### src/power_on_strap_pkg.sv
// Constants shared by the power-on strap decoder
package power_on_strap_pkg;

	// Strap pin positions on the general-purpose pin bus
	localparam int PIN_BUS_FAMILY    = 0;
	localparam int PIN_VARIANT_LO    = 1;
	localparam int PIN_VARIANT_HI    = 2;
	localparam int PIN_CLOCK_SOURCE  = 3;
	localparam int PIN_READY_POL     = 4;
	localparam int PIN_COLUMN_LO     = 5;
	localparam int PIN_COLUMN_HI     = 6;
	localparam int PIN_DIVIDER_RESET = 7;
	localparam int PIN_CHIP_SELECT   = 12;
	localparam int PIN_MEMSIZE_LO    = 13;
	localparam int PIN_MEMSIZE_HI    = 15;
	localparam int PIN_HCLK_LO       = 29;
	localparam int PIN_HCLK_HI       = 31;

	// Pins 0-7, 12-15, 29 and 31 carry straps
	localparam logic [31:0] STRAP_PIN_MASK = 32'hA000_F0FF;

	typedef enum logic [1:0] {
		VARIANT_A     = 2'b00,
		VARIANT_B     = 2'b01,
		VARIANT_UNDEF = 2'b10,
		VARIANT_C     = 2'b11
	} host_variant_type;

	localparam logic [1:0] HCLK_FROM_PLL    = 2'h0;
	localparam logic [1:0] HCLK_FROM_PIN    = 2'h1;
	localparam logic [1:0] HCLK_FROM_GPIO30 = 2'h2;

	localparam logic [10:0] COLUMN_WORDS_256  = 11'h100;
	localparam logic [10:0] COLUMN_WORDS_512  = 11'h200;
	localparam logic [10:0] COLUMN_WORDS_1024 = 11'h400;

	localparam logic [6:0] MEM_MB_2     = 7'h02;
	localparam logic [6:0] MEM_MB_4     = 7'h04;
	localparam logic [6:0] MEM_MB_8     = 7'h08;
	localparam logic [6:0] MEM_MB_16    = 7'h10;
	localparam logic [6:0] MEM_MB_32    = 7'h20;
	localparam logic [6:0] MEM_MB_64    = 7'h40;
	localparam logic [6:0] MEM_MB_UNDEF = 7'h00;

	// Register byte offsets
	localparam logic [7:0] REG_STRAP_RAW       = 8'h00;
	localparam logic [7:0] REG_DECODED         = 8'h04;
	localparam logic [7:0] REG_OVERRIDE_VALUE  = 8'h08;
	localparam logic [7:0] REG_OVERRIDE_ENABLE = 8'h0C;
	localparam logic [7:0] REG_STATUS          = 8'h10;

	// Decoded register field positions
	localparam int DEC_PCI        = 0;
	localparam int DEC_VARIANT_LO = 1;
	localparam int DEC_EXT_CLOCK  = 3;
	localparam int DEC_READY_HIGH = 4;
	localparam int DEC_DIV_RESET  = 5;
	localparam int DEC_CS_DRIVE   = 6;
	localparam int DEC_HCLK_LO    = 7;
	localparam int DEC_MEMSIZE_LO = 9;
	localparam int DEC_COLUMN_LO  = 16;

	// Status register field positions
	localparam int STAT_VARIANT_UNDEF = 0;
	localparam int STAT_MEMSIZE_UNDEF = 1;
	localparam int STAT_OVERRIDE_ON   = 2;

	localparam logic [31:0] OVERRIDE_VALUE_RESET = 32'h0000_0000;
	localparam logic [1:0]  RESP_OKAY            = 2'h0;
	localparam logic [1:0]  RESP_SLVERR          = 2'h2;

endpackage : power_on_strap_pkg

### src/power_on_strap_decoder.sv
// Power-on strap capture, decode and register slave
//
// What this block does
// - Configuration comes from pins 0-7, 12-15, 29 and 31
// - Pin 0: low host bus, high PCI
// - Pins 2:1 pick host bus variant
// - Pin 3: low PLL, high test clock
// - Pin 4 sets variant-A ready polarity
// - Pins 6:5 set memory column size
// - Pin 7 high resets clock divider
// - Pin 12 low drives chip selects
// - Pins 15:13 select local memory size
// - Variant B: pins 31,29 pick host clock
//
// The implementer's own choices: register access over Avalon-MM and the register addresses.
`timescale 1ns/1ps
`default_nettype none

module power_on_strap_decoder #(
	parameter int ADDR_WIDTH = 8
) (
	input  wire logic                  clock_i,
	input  wire logic                  rst_i,
	input  wire logic [31:0]           gpio_i,
	input  wire logic [ADDR_WIDTH-1:0] address_i,
	input  wire logic                  read_i,
	input  wire logic                  write_i,
	input  wire logic [31:0]           writedata_i,
	input  wire logic [3:0]            byteenable_i,
	output logic      [31:0]           readdata_o,
	output logic                       waitrequest_o,
	output logic      [1:0]            response_o,
	output logic                       config_valid_o,
	output logic                       host_family_pci_o,
	output logic      [1:0]            host_variant_o,
	output logic                       core_clock_external_o,
	output logic                       ready_active_high_o,
	output logic      [10:0]           column_words_o,
	output logic                       clock_divider_reset_o,
	output logic                       memory_chip_select_n_drive_o,
	output logic      [6:0]            memory_size_mb_o,
	output logic      [1:0]            host_clock_source_o,
	output logic                       config_error_o
);

	typedef enum logic [0:0] {
		BUS_IDLE = 1'b0,
		BUS_ACK  = 1'b1
	} bus_state_type;

	bus_state_type state_r;
	bus_state_type state_nxt;

	logic [31:0] captured_r;
	logic [31:0] override_value_r;
	logic        override_enable_r;
	logic [31:0] effective;
	logic [31:0] decoded_word;
	logic [31:0] status_word;
	logic [31:0] read_mux;
	logic        addr_hit;
	logic        write_take;
	logic        variant_undef;
	logic        memsize_undef;
	logic [1:0]  variant_code;
	logic [1:0]  hclk_code;
	logic        sel_raw;
	logic        sel_decoded;
	logic        sel_value;
	logic        sel_enable;
	logic        sel_status;

	localparam int LANES     = 4;
	localparam int LANE_BITS = 8;
	localparam logic [31:0] OVERRIDE_RESET =
		power_on_strap_pkg::OVERRIDE_VALUE_RESET;

	function automatic logic [10:0] column_words(input logic [1:0] code);
		// Top bit low covers both 00 and 01
		if (!code[1])
			column_words = power_on_strap_pkg::COLUMN_WORDS_256;
		else if (!code[0])
			column_words = power_on_strap_pkg::COLUMN_WORDS_512;
		else
			column_words = power_on_strap_pkg::COLUMN_WORDS_1024;
	endfunction : column_words

	function automatic logic [6:0] memory_mb(input logic [2:0] code);
		case (code)
			3'h0:    memory_mb = power_on_strap_pkg::MEM_MB_4;
			3'h1:    memory_mb = power_on_strap_pkg::MEM_MB_8;
			3'h2:    memory_mb = power_on_strap_pkg::MEM_MB_16;
			3'h3:    memory_mb = power_on_strap_pkg::MEM_MB_32;
			3'h4:    memory_mb = power_on_strap_pkg::MEM_MB_64;
			3'h5:    memory_mb = power_on_strap_pkg::MEM_MB_2;
			default: memory_mb = power_on_strap_pkg::MEM_MB_UNDEF;
		endcase
	endfunction : memory_mb

	function automatic logic [1:0] host_clock(
		input logic [1:0] variant,
		input logic       hi,
		input logic       lo
	);
		if (variant != power_on_strap_pkg::VARIANT_B)
			host_clock = power_on_strap_pkg::HCLK_FROM_PLL;
		else if (hi)
			host_clock = power_on_strap_pkg::HCLK_FROM_GPIO30;
		else if (lo)
			host_clock = power_on_strap_pkg::HCLK_FROM_PIN;
		else
			host_clock = power_on_strap_pkg::HCLK_FROM_PLL;
	endfunction : host_clock

	// Offsets are bytes; the cast keeps the compare at bus width
	function automatic logic addr_is(
		input logic [ADDR_WIDTH-1:0] addr,
		input logic [7:0]            offset
	);
		addr_is = (addr == ADDR_WIDTH'(offset));
	endfunction : addr_is

	// capture during reset
	// Pins are free for other uses afterwards, so the copy freezes
	always_ff @(posedge clock_i)
	begin
		if (rst_i)
			captured_r <= gpio_i & power_on_strap_pkg::STRAP_PIN_MASK;
	end

	// Software override sits in front of the decoder
	always_comb
	begin
		if (override_enable_r)
			effective = override_value_r & power_on_strap_pkg::STRAP_PIN_MASK;
		else
			effective = captured_r;
	end

	assign variant_code = effective[power_on_strap_pkg::PIN_VARIANT_HI:
		power_on_strap_pkg::PIN_VARIANT_LO];
	assign variant_undef = (variant_code == power_on_strap_pkg::VARIANT_UNDEF);
	assign memsize_undef = memory_mb(
		effective[power_on_strap_pkg::PIN_MEMSIZE_HI:
		power_on_strap_pkg::PIN_MEMSIZE_LO]) ==
		power_on_strap_pkg::MEM_MB_UNDEF;
	// host clock for variant B only
	assign hclk_code = host_clock(variant_code,
		effective[power_on_strap_pkg::PIN_HCLK_HI],
		effective[power_on_strap_pkg::PIN_HCLK_LO]);

	// Select lines shared by the read and write paths
	assign sel_raw = addr_is(address_i,
		power_on_strap_pkg::REG_STRAP_RAW);
	assign sel_decoded = addr_is(address_i,
		power_on_strap_pkg::REG_DECODED);
	assign sel_value = addr_is(address_i,
		power_on_strap_pkg::REG_OVERRIDE_VALUE);
	assign sel_enable = addr_is(address_i,
		power_on_strap_pkg::REG_OVERRIDE_ENABLE);
	assign sel_status = addr_is(address_i,
		power_on_strap_pkg::REG_STATUS);

	always_comb
	begin
		decoded_word = 32'h0000_0000;
		decoded_word[power_on_strap_pkg::DEC_PCI] =
			effective[power_on_strap_pkg::PIN_BUS_FAMILY];
		decoded_word[power_on_strap_pkg::DEC_VARIANT_LO +: 2] = variant_code;
		decoded_word[power_on_strap_pkg::DEC_EXT_CLOCK] =
			effective[power_on_strap_pkg::PIN_CLOCK_SOURCE];
		decoded_word[power_on_strap_pkg::DEC_READY_HIGH] =
			effective[power_on_strap_pkg::PIN_READY_POL];
		decoded_word[power_on_strap_pkg::DEC_DIV_RESET] =
			effective[power_on_strap_pkg::PIN_DIVIDER_RESET];
		decoded_word[power_on_strap_pkg::DEC_CS_DRIVE] =
			!effective[power_on_strap_pkg::PIN_CHIP_SELECT];
		decoded_word[power_on_strap_pkg::DEC_HCLK_LO +: 2] = hclk_code;
		decoded_word[power_on_strap_pkg::DEC_MEMSIZE_LO +: 7] = memory_mb(
			effective[power_on_strap_pkg::PIN_MEMSIZE_HI:
			power_on_strap_pkg::PIN_MEMSIZE_LO]);
		decoded_word[power_on_strap_pkg::DEC_COLUMN_LO +: 11] = column_words(
			effective[power_on_strap_pkg::PIN_COLUMN_HI:
			power_on_strap_pkg::PIN_COLUMN_LO]);
	end

	always_comb
	begin
		status_word = 32'h0000_0000;
		status_word[power_on_strap_pkg::STAT_VARIANT_UNDEF] = variant_undef;
		status_word[power_on_strap_pkg::STAT_MEMSIZE_UNDEF] = memsize_undef;
		status_word[power_on_strap_pkg::STAT_OVERRIDE_ON] = override_enable_r;
	end

	// configuration outputs
	// Reset shows the all-pulled-down decode; valid marks the real one
	always_ff @(posedge clock_i)
	begin
		if (rst_i)
		begin
			config_valid_o               <= 1'b0;
			host_family_pci_o            <= 1'b0;
			host_variant_o               <= power_on_strap_pkg::VARIANT_A;
			core_clock_external_o        <= 1'b0;
			ready_active_high_o          <= 1'b0;
			column_words_o               <= power_on_strap_pkg::COLUMN_WORDS_256;
			clock_divider_reset_o        <= 1'b0;
			memory_chip_select_n_drive_o <= 1'b1;
			memory_size_mb_o             <= power_on_strap_pkg::MEM_MB_4;
			host_clock_source_o          <= power_on_strap_pkg::HCLK_FROM_PLL;
			config_error_o               <= 1'b0;
		end
		else
		begin
			config_valid_o <= 1'b1;
			host_family_pci_o <= decoded_word[power_on_strap_pkg::DEC_PCI];
			host_variant_o <= variant_code;
			core_clock_external_o <=
				decoded_word[power_on_strap_pkg::DEC_EXT_CLOCK];
			ready_active_high_o <=
				decoded_word[power_on_strap_pkg::DEC_READY_HIGH];
			column_words_o <=
				decoded_word[power_on_strap_pkg::DEC_COLUMN_LO +: 11];
			clock_divider_reset_o <=
				decoded_word[power_on_strap_pkg::DEC_DIV_RESET];
			memory_chip_select_n_drive_o <=
				decoded_word[power_on_strap_pkg::DEC_CS_DRIVE];
			memory_size_mb_o <=
				decoded_word[power_on_strap_pkg::DEC_MEMSIZE_LO +: 7];
			host_clock_source_o <= hclk_code;
			config_error_o <= variant_undef || memsize_undef;
		end
	end

	// Address decode
	always_comb
	begin
		addr_hit = 1'b1;
		if (sel_raw)
			read_mux = captured_r;
		else if (sel_decoded)
			read_mux = decoded_word;
		else if (sel_value)
			read_mux = override_value_r;
		else if (sel_enable)
			read_mux = {31'h0000_0000, override_enable_r};
		else if (sel_status)
			read_mux = status_word;
		else
		begin
			read_mux = 32'h0000_0000;
			addr_hit = 1'b0;
		end
	end

	// One wait cycle per access; the write lands at the end of the cycle with waitrequest low
	always_comb
	begin
		state_nxt = state_r;
		case (state_r)
			BUS_IDLE:
				if (read_i || write_i)
					state_nxt = BUS_ACK;
			BUS_ACK:
				state_nxt = BUS_IDLE;
			default:
				state_nxt = BUS_IDLE;
		endcase
	end

	always_ff @(posedge clock_i)
	begin
		if (rst_i)
			state_r <= BUS_IDLE;
		else
			state_r <= state_nxt;
	end

	always_ff @(posedge clock_i)
	begin
		if (rst_i)
			waitrequest_o <= 1'b1;
		else
			waitrequest_o <= !(state_nxt == BUS_ACK);
	end

	// Read data stands only in the acknowledge cycle
	always_ff @(posedge clock_i)
	begin
		if (rst_i)
		begin
			readdata_o <= 32'h0000_0000;
			response_o <= power_on_strap_pkg::RESP_OKAY;
		end
		else if (state_r == BUS_IDLE && (read_i || write_i))
		begin
			readdata_o <= read_i ? read_mux : 32'h0000_0000;
			response_o <= addr_hit ? power_on_strap_pkg::RESP_OKAY
				: power_on_strap_pkg::RESP_SLVERR;
		end
		else
		begin
			readdata_o <= 32'h0000_0000;
			response_o <= power_on_strap_pkg::RESP_OKAY;
		end
	end

	assign write_take = write_i && (state_r == BUS_ACK);

	genvar lane;
	generate
		for (lane = 0; lane < LANES; lane++)
		begin : g_override_lane
			localparam int BASE = lane * LANE_BITS;
			always_ff @(posedge clock_i)
			begin
				if (rst_i)
					override_value_r[BASE +: LANE_BITS] <=
						OVERRIDE_RESET[BASE +: LANE_BITS];
				else if (write_take && byteenable_i[lane] &&
					sel_value)
					override_value_r[BASE +: LANE_BITS] <=
						writedata_i[BASE +: LANE_BITS];
			end
		end
	endgenerate

	// Override is off after reset so the straps rule first
	always_ff @(posedge clock_i)
	begin
		if (rst_i)
			override_enable_r <= 1'b0;
		else if (write_take && byteenable_i[0] && sel_enable)
			override_enable_r <= writedata_i[0];
	end

endmodule : power_on_strap_decoder

`default_nettype wire

### config.mk
export PLATFORM = sky130hd
export DESIGN_NAME = power_on_strap_decoder
export DESIGN_NICKNAME = d
export VERILOG_FILES = /design/src/power_on_strap_pkg.sv /design/src/power_on_strap_decoder.sv
export SDC_FILE = /design/constraint.sdc
export NUM_CORES = 1
export LEC_CHECK = 0
export BUFFER_PORTS_ARGS = -buffer_cell sky130_fd_sc_hd__buf_2
export CORE_MARGIN = 2
export CORE_UTILIZATION = 44
export CTS_CLUSTER_DIAMETER = 80
export DETAILED_ROUTE_END_ITERATION = 8
export PLACE_DENSITY = 0.78
export SETUP_SLACK_MARGIN = 0.05
export SYNTH_ARGS = -nofsm -noshare
export SYNTH_HDL_FRONTEND = slang
export SYNTH_SLANG_ARGS = --single-unit
### constraint.sdc
create_clock -name clock_i -period 1.4 [get_ports clock_i]
set_input_delay 0.07 -clock clock_i [delete_from_list [all_inputs] [get_ports clock_i]]
set_output_delay 0.07 -clock clock_i [all_outputs]
set_load 0.05 [all_outputs]
# Word-level counts from Yosys, hierarchy flattened
# Index checks and enable logic that the tools add are counted.
[classes]
eq_ne = 11
muxes = 21
n_reduce_logical = 22
bitwise_logic = 3
[op_table]
columns = ["cell", "count"]
rows = [
  ["$mux 32", 4],
  ["$pmux 7 s6", 1],
  ["$mux 11", 2],
  ["$eq 8x4->1 const B", 2],
  ["$logic_and 1x1->1", 11],
  ["$eq 8x3->1 const B", 1],
  ["$eq 8x5->1 const B", 1],
  ["$logic_not 8->1", 1],
  ["$mux 1", 8],
  ["$logic_not 7->1", 1],
  ["$eq 3x2->1 const B", 2],
  ["$eq 3x3->1 const B", 2],
  ["$mux 2", 3],
  ["$mux 3", 2],
  ["$reduce_or 5->1", 1],
  ["$reduce_or 4->1", 1],
  ["$eq 3x1->1 const B", 1],
  ["$logic_not 3->1", 1],
  ["$not 1->1", 3],
  ["$reduce_or 3->1", 1],
  ["$eq 2x2->1 const B", 1],
  ["$logic_not 1->1", 2],
  ["$logic_or 1x1->1", 2],
  ["$ne 2x1->1 const B", 1],
  ["2 further kinds", 2],
]
[totals]
out_inout_bits = 64
ff_bits = 112

# Depth between registers and ports, before layout
# Gate-level depths: netlist (run 1).
[logic_depth]
ltp_word = 9
mapped_depth = 6
ltp_nobuf = 4

# Worst setup path after synthesis (run 1)
# No wires, ideal clock.
[synth_path]
path_type = "input port to flip-flop"
from = "input port address_i[7]"
to = "register readdata_o[10]"
required_ns = 1.281
arrival_ns = 1.388
setup_slack_ns = -0.107
stages = 5
cell_sequence = "or4_1 > buf_2 > or4_4 > nand2_1 > nor2_1"
[synth_between]
elab_chain_cells = 3
elab_cells_between_ends = 6
cone_classes = "eq/ne: 2; mux: 2; reduce/logical: 2"
[synth_lines]
columns = ["element", "line", "rtl"]
rows = [
  ["start, declared", "power_on_strap_decoder.sv:25", "input wire logic [ADDR_WIDTH-1:0] address_i,"],
  ["$eq 8x4->1", "power_on_strap_decoder.sv:120", "addr_is = (addr == ADDR_WIDTH'(offset));"],
  ["$mux 32", "power_on_strap_decoder.sv:243", "else if (sel_value)"],
  ["$mux 32", "power_on_strap_decoder.sv:241", "else if (sel_decoded)"],
  ["end signal, assigned", "power_on_strap_decoder.sv:297", "readdata_o <= read_i ? read_mux : 32'h0000_0000;"],
  ["end, declared", "power_on_strap_decoder.sv:30", "output logic [31:0] readdata_o,"],
]
# Parallel ways exist; a longest one is shown, timed or not.
# A chain may end at the register's enable or synchronous reset.

# Worst setup path after layout (run 1)
[layout_path]
from = "register override_enable_r"
to = "register readdata_o[0]"
[layout_between]
elab_chain_cells = 7
[layout_lines]
columns = ["element", "line", "rtl"]
rows = [
  ["start, declared", "power_on_strap_decoder.sv:56", "logic override_enable_r;"],
  ["start signal, assigned", "power_on_strap_decoder.sv:334", "override_enable_r <= writedata_i[0];"],
  ["$mux 32", "power_on_strap_decoder.sv:134", "if (override_enable_r)"],
  ["$eq 2x2->1", "power_on_strap_decoder.sv:142", "assign variant_undef = (variant_code == power_on_strap_pkg::VARIANT_UNDEF);"],
  ["$mux 3", "power_on_strap_decoder.sv:247", "else if (sel_status)"],
  ["$mux 3", "power_on_strap_decoder.sv:245", "else if (sel_enable)"],
  ["$mux 32", "power_on_strap_decoder.sv:243", ""],
  ["$mux 32 *", "power_on_strap_decoder.sv:241", ""],
  ["$mux 32 *", "power_on_strap_decoder.sv:239", "if (sel_raw)"],
]
# Mark *: on every way between the ends. The rest lies on a longest branch, timed or not.

==> metrics, run 1 <==
Synth Instances 366; global-route wire length before repair 16,700 um; Met2 Routed Length 5340 um; Crit. End Element flop; VDD IR-drop max 0.467 mV; fraction of layout cells with a size suffix above 1 0.363; Worst Reg-to-Reg Cells 5; Final ANT Viol Nets 0; synth unique cells 48; RSZ-0062 raised after global routing yes; post-synthesis sequential area ratio 0.557; crit path kind reg2reg; CTS sink cnt 102; Die X 98.4 um; Final Hold Vio Count 0; Top-Level Pins 144; area leader, netlist dfxtp_1; Die Y 98.4 um; Logic pwr share 0.131; # DRC 0; Root Driver clkbuf_8; Worst EP arrival 1.65 ns; count of input and output buffers 115; Total Wirelength 10,800 um; Required @ worst endpoint 1.70 ns; Max Used Layer met4; multi-input logic area 1680 um2; worst hold path cell count 2; Final Wtd Congestion 0.861; Net Switching 0.00156 W; CTS tree done; Final Setup Violations 0; leakage 2.76 nW; register area 2180 um2; Flop pwr share 0.539; Via density 5.05; P per Cell Area 1010 nW/um2; antenna violations before repair 0; H-Tree Depth 3; hpwl dp 7730 um; Fill cells 705; total negative slack 0 ns; Crit Path Max Fanout 9; top_reg_cell synth dfxtp_1; Final #Nets 650; cts bufs inserted 9; Die Footprint 9680 um2; switch share 0.274; synthesized flop and latch total 102; Post-synth EDFFs 14; Via Count 3,447; 1st-pass router iterations 4; period utilization 0.968; Yosys Warn Count 0; fraction of registers with async set/reset 0; Synth-to-Final Area Change 44.9%; worst reg2reg setup slack 0.04 ns; Area contributors post-synth dfxtp_1, edfxtp_1, mux2i_1; count leader, synth dfxtp_1; post-route minimum period 1.36 ns; Post-Syn Area 3920 um2; Setup Skew 0.0105 ns; largest net degree at the start of global routing 31; Met3 Wirelength 645 um; clock-pin slew on the worst setup and hold paths 0.11 ns; ant diodes 0; Max Slew Vio Count 0; WL per Instance 15.9 um; # Max-Cap Violations 0; Commonest cells post-synth dfxtp_1, nor2_1, mux2i_1, nand2_1, and3_1; startpoint types flop; overall power 0.00571 W; Total GRT Usage 0.217; hold crit path type in2reg; share of the synthesized area in the top cell type 0.449; Core Region 8680 um2; vias in the first global route 3,409; Avg Inst Size Synth 10.7 um2; worst r2r dst readdata_o[0]$_SDFF_PP0_; internal power 0.00415 W; wl on met1 4680 um; Clk pwr share 0.330; fmax 0.738 GHz; Hold Crit Endpoint waitrequest_o$_SDFF_PP1_; grt total ovfl 0; status finished clean; DR iter-0 viols 125; clk_lat worst skew 0.36 ns; r2r startpoint override_enable_r$_SDFFE_PP0P_; Clock Tree Buf Depth 2; Initial Utilization 0.452; FP Rows 34; Hold Startpoint write_i
[placed cells by master (no fill, tap or decap), types with 2 or more instances in the layout]
master	synthesis	final
a211oi_1	3	2
a21o_1	2	2
a21oi_1	8	7
a22oi_1	8	8
a2bb2oi_1	3	2
a32oi_1	4	4
and2_1	3	3
and3_1	17	17
buf_12	0	3
buf_2	5	115
buf_4	10	43
buf_6	0	2
clkbuf_8	0	9
conb_1	1	10
dfxtp_1	88	87
dlygate4sd3_1	0	47
edfxtp_1	14	14
inv_1	5	5
inv_6	0	2
mux2_2	5	3
mux2_4	0	2
mux2i_1	41	41
nand2_1	18	17
nand2b_1	6	6
nand3_1	6	5
nand3b_1	4	4
nand4_2	4	3
nor2_1	57	57
nor2b_1	3	3
nor3_1	5	5
nor4_4	2	2
o2bb2ai_1	7	7
or2_2	4	4
or4_4	1	2
[cells by family after synthesis]
family                 count (synthesis)  share of synthesized area
flip-flops                           102                      0.557
AND/OR/NAND/NOR                      140                      0.194
other                                  1                   0.000957
multiplexers                          46                      0.119
buffers and inverters                 31                     0.0409
AO/OA/AOI/OAI                         46                     0.0881
[flip-flops by register name, indices dropped and copies added, names as in the netlist, 2 cells and up]
register,flops
override_value_r,32
host_clock_source_o,2
captured_r,14
readdata_o,32
host_variant_o,2
memory_size_mb_o,6
column_words_o,3
[power by group through the flow]
| stage | combinational (W) | sequential (W) | clock [W] |
|---|---|---|---|
| floorplan | 0.000248 | 0.00326 | 0 |
| global placement | 0.000610 | 0.00314 | 0 |
| detailed placement | 0.000619 | 0.00315 | 0 |
| CTS | 0.000729 | 0.00308 | 0.00193 |
| global route | 0.000794 | 0.00309 | 0.00203 |
| finish | 0.000751 | 0.00308 | 0.00188 |
[worst max-delay path by stage]
stage | from | end | slack, ns | cells past startpoint
global route | captured_r[1]$_DFFE_PP_ | readdata_o[0]$_SDFF_PP0_ | -0.03 | 4
floorplan | address_i[7] | readdata_o[12]$_SDFF_PP0_ | -0.08 | 5
global placement | address_i[1] | readdata_o[12]$_SDFF_PP0_ | -0.15 | 5
finish | override_enable_r$_SDFFE_PP0P_ | readdata_o[0]$_SDFF_PP0_ | 0.04 | 5
CTS | override_enable_r$_SDFFE_PP0P_ | readdata_o[7]$_SDFF_PP0_ | 0.05 | 6
detailed placement | address_i[1] | readdata_o[4]$_SDFF_PP0_ | -0.18 | 5
[layout make-up]
class	count	area share
Inverter	5	0.00330
Timing Repair Buffer	210	0.256
Sequential cell	102	0.384
Multi-Input combinational cell	242	0.296
Clock buffer	10	0.0262
Tap cell	108	0.0238
Clock inverter	6	0.0108
[what timing repair did]
item	in CTS	in global routing
resized for setup	8	7
pin swaps	1	6
endpoints found under the setup margin	38	9
hold endpoints to repair	48	0
hold buffers	47	0
setup buffers	0	4
[layer usage]
layer | track usage | up-vias
met5 | 0 | -
met1 | 0.280 | 1617
met2 | 0.369 | 126
met4 | 0.0643 | 0
met3 | 0.0437 | 19
li1 | - | 1685
[through the flow]
stage	instances	util	hold WS, ns	worst slack (ns)	cell area (um2)
final	683	0.655	0.0466	0.0448	5680
after global routing	683	0.655	0.0506	-0.0283	5680
after CTS	679	0.647	0.0153	0.0462	5620
after detailed placement	616	0.566	0.248	-0.181	4910
after global placement	616	0.566	0.249	-0.146	4910
after floorplan	375	-	0.169	-0.0797	4010
[critical path: stages (launching register included)]
cell and delay, ns:
dfxtp_2 0.34, buf_6 0.13, or3b_4 0.37, a21oi_2 0.14, o211ai_1 0.11, a21oi_1 0.18
Power figures use the tool's default switching activity.
==> run 2: changes to the inputs <==
--- a/config.mk
+++ b/config.mk
@@ -5,13 +5,13 @@
 export SDC_FILE = /design/constraint.sdc
 export NUM_CORES = 1
 export LEC_CHECK = 0
-export BUFFER_PORTS_ARGS = -buffer_cell sky130_fd_sc_hd__buf_2
+export ABC_AREA = 1
+export BUFFER_PORTS_ARGS = -buffer_cell sky130_fd_sc_hd__buf_4
 export CORE_MARGIN = 2
 export CORE_UTILIZATION = 44
 export CTS_CLUSTER_DIAMETER = 80
 export DETAILED_ROUTE_END_ITERATION = 8
 export PLACE_DENSITY = 0.78
-export SETUP_SLACK_MARGIN = 0.05
 export SYNTH_ARGS = -nofsm -noshare
 export SYNTH_HDL_FRONTEND = slang
 export SYNTH_SLANG_ARGS = --single-unit
==> run 2 against run 1 <==
  * Fmax grew 4.9%
  * Global-route usage about the same
  * Setup slack better by 0.064 ns
  * Clock power down 4%
  * Synthesized cell count grew 35%
  * Non-clock buffer count shrank 33
  * Core utilization fell by 0.74 points
  * Clock skew fell by 0.0014 ns
  * Critical path depth stayed put
  * Critical path type unchanged
  * Critical endpoint is now readdata_o[10]$_SDFF_PP0_
  * Largest power group unchanged
  * Highest routed layer unchanged
==> metrics, run 2 <==
Total Wirelength 10,400 um (-3.9%); Yosys Warn Count 0 (unchanged); CTS sink cnt 102 (unchanged); Post-synth EDFFs 14 (unchanged); Final WS setup 0.108 ns (+0.0636 ns); Net Switching 0.00143 W (-8.2%); Via density 4.78 (-5.2%); multiplexer area fraction after synthesis 0.00758 (-0.111); DR iter-0 viols 103 (-18%); Via Count 3,722 (+8.0%); synth unique cells 32 (-33%); overall power 0.00561 W (-1.8%); Post-Syn Area 3960 um2 (+1.1%); Setup Skew 0.00904 ns (-0.00144 ns); Worst Reg-to-Reg Cells 5 (unchanged); Crit path depth 5 (unchanged); ant diodes 0 (unchanged); Required @ worst endpoint 1.69 ns (about the same); Final Hold Vio Count 0 (unchanged); Layout Cells excl Fill 778 (+14%); post-route minimum period 1.29 ns (-0.0636 ns); Top-Level Pins 144 (unchanged); internal power 0.00417 W (+0.60%); Place WS -0.0533 ns (+0.128 ns); antenna violations before repair 0 (unchanged); Max Slew Vio Count 0 (unchanged); Area contributors post-synth dfxtp_1, nand2_1, edfxtp_1; placed cells 716 (+16%); Die Footprint 9780 um2 (+1.1%); fraction of layout cells with a size suffix above 1 0.260 (-0.104); Logic pwr share 0.129 (-0.002); fraction of registers with async set/reset 0 (unchanged); crit path kind reg2reg; Final ANT Viol Nets 0 (unchanged); Core Region 8720 um2 (+0.49%); Final Setup Violations 0 (unchanged); count leader, synth nand2_1; slowest CP cell dfxtp_2; FP Rows 34 (unchanged); synthesized flop and latch total 102 (unchanged); Synth-to-Final Area Change 42.4%; hpwl dp 7430 um (-3.9%); Worst EP arrival 1.59 ns (-0.06 ns); clk_lat worst skew 0.36 ns (about the same); Final #Nets 745 (+15%); Crit path largest cell delay 0.40 ns (+0.03 ns); most frequent cells in the layout buf_4, nand2_1, nor2_1; largest net degree at the start of global routing 39 (+26%); status finished clean; grt total ovfl 0 (unchanged); share of the synthesized area in the top cell type 0.444 (-0.00497); period utilization 0.923 (-0.0454); hold crit path type in2reg; fmax 0.774 GHz (+4.9%); post-synthesis compound-gate area fraction 0.0754 (-0.0127); biggest regs override_value_r (32), readdata_o (32), captured_r (14); Commonest cells post-synth nand2_1, nor2_1, dfxtp_1, inv_1, o21ai_0; commonest non-fill, non-tap cell in the layout buf_4; Die Y 98.9 um (+0.53%); # Max-Cap Violations 0 (unchanged); P per Cell Area 994 nW/um2 (-1.2%); Die X 98.9 um (+0.53%); WL per Instance 13.4 um (-16%); largest family of logic cells by synthesized area simple AND/OR/NAND/NOR gates; cts bufs inserted 9 (unchanged); total negative slack 0 ns (unchanged); leakage 2.58 nW (-6.3%); clock-pin slew on the worst setup and hold paths 0.09 ns (-0.02 ns); count of input and output buffers 115 (unchanged); Root Driver clkbuf_8; Crit Path Max Fanout 7 (-2); Area after DPL 4960 um2 (+0.99%); startpoint types flop; vias in the first global route 3,677 (+7.9%); switch share 0.256 (-0.0179); Simple-Gate Fraction of Synth Area 0.279 (+0.0847); CTS tree done; Finished Cell Area 5640 um2 (-0.64%); Crit. End Element flop; # DRC 0 (unchanged); Flop pwr share 0.547 (+0.008); Final Wtd Congestion 0.878 (+2.0%); Synth Instances 493 (+35%); worst hold path cell count 3 (+1); area leader, netlist dfxtp_1; Initial Utilization 0.455 (+0.00282); XOR/XNOR Fraction of Synth Area 0 (unchanged); top_reg_cell synth dfxtp_1; global-route wire length before repair 16,900 um (+1.1%); CP Cell Sequence inv_2 > o21ai_1 > buf_4 > nand4_1 > a21oi_1; 1st-pass router iterations 4 (unchanged); Total GRT Usage 0.217 (about the same); Avg Inst Size Synth 8.04 um2 (-25%); VDD IR-drop max 0.628 mV (+35%); top cell family by delay on the critical path compound AO/OA/AOI/OAI gates; post-synthesis sequential area ratio 0.551 (-0.00615); Clock Tree Buf Depth 2 (unchanged); Clk pwr share 0.323 (-0.007); H-Tree Depth 3 (unchanged); Critical path buffers and inverters 2 (+1); Post-Synth Adder-Cell Area 0 (unchanged)
## run 2: stage by stage
| stage | utilization | hold slack (ns) |
|---|---|---|
| floorplan | - | 0.169 |
| global placement | 0.569 | 0.249 |
| detailed placement | 0.569 | 0.249 |
| CTS | 0.643 | 0.00172 |
| global route | 0.647 | 0.0104 |
| finish | 0.647 | 0.0113 |
## run 2: cells by family after synthesis
logic type,Yosys count
AO/OA/AOI/OAI,58
buffers and inverters,68
flip-flops,102
multiplexers,3
other,1
AND/OR/NAND/NOR,261
## run 2: final timing paths
path / from / end / slack (ns)
setup / recovery: override_enable_r$_SDFFE_PP0P_ / readdata_o[10]$_SDFF_PP0_ / 0.11
hold / removal: writedata_i[26] / override_value_r[26]$_SDFFE_PP0P_ / 0.01
setup reg to reg: override_enable_r$_SDFFE_PP0P_ / readdata_o[10]$_SDFF_PP0_ / 0.11
hold reg to reg: override_value_r[16]$_SDFFE_PP0P_ / readdata_o[16]$_SDFF_PP0_ / 0.44
## run 2: final cells by class
cell class | instances | area (um2)
fillers | 703 | 3080
flip-flops and latches | 102 | 2180
multi-input cells | 332 | 1500
repair buffers | 177 | 1460
inverters | 43 | 173
well taps | 108 | 135
clock buffers | 11 | 131
clock inverters | 5 | 57.6
## run 2: timing repair
action / 4_1_cts / 5_1_grt
resized for setup: 4 / 9
endpoints found under the setup margin: 9 / 24
buffers inserted: 1 / 1
hold buffers: 44 / 0
endpoints found under the hold margin: 44 / 0
pin swaps: 1 / 0
## run 2: tightest hold or removal path: stages
cell and delay (ns):
buf_4 0.12, nand4_1 0.08, a21oi_1 0.06
## run 2: power groups by stage
stage          Sequential [W]  Clock [W]  Combinational [W]
3_5_place_dp          0.00314          0           0.000612
3_3_place_gp          0.00313          0           0.000602
5_1_grt               0.00308    0.00197           0.000770
2_1_floorplan         0.00326          0           0.000234
6_report              0.00307    0.00181           0.000726
4_1_cts               0.00307    0.00185           0.000711
## run 2: routing by layer
layer / wire [um] / global-route usage / share of wire
met5: 0 / 0 / 0
met4: 133 / 0.0695 / 0.013
met3: 764 / 0.0482 / 0.073
met2: 5160 / 0.378 / 0.50
met1: 4360 / 0.267 / 0.42
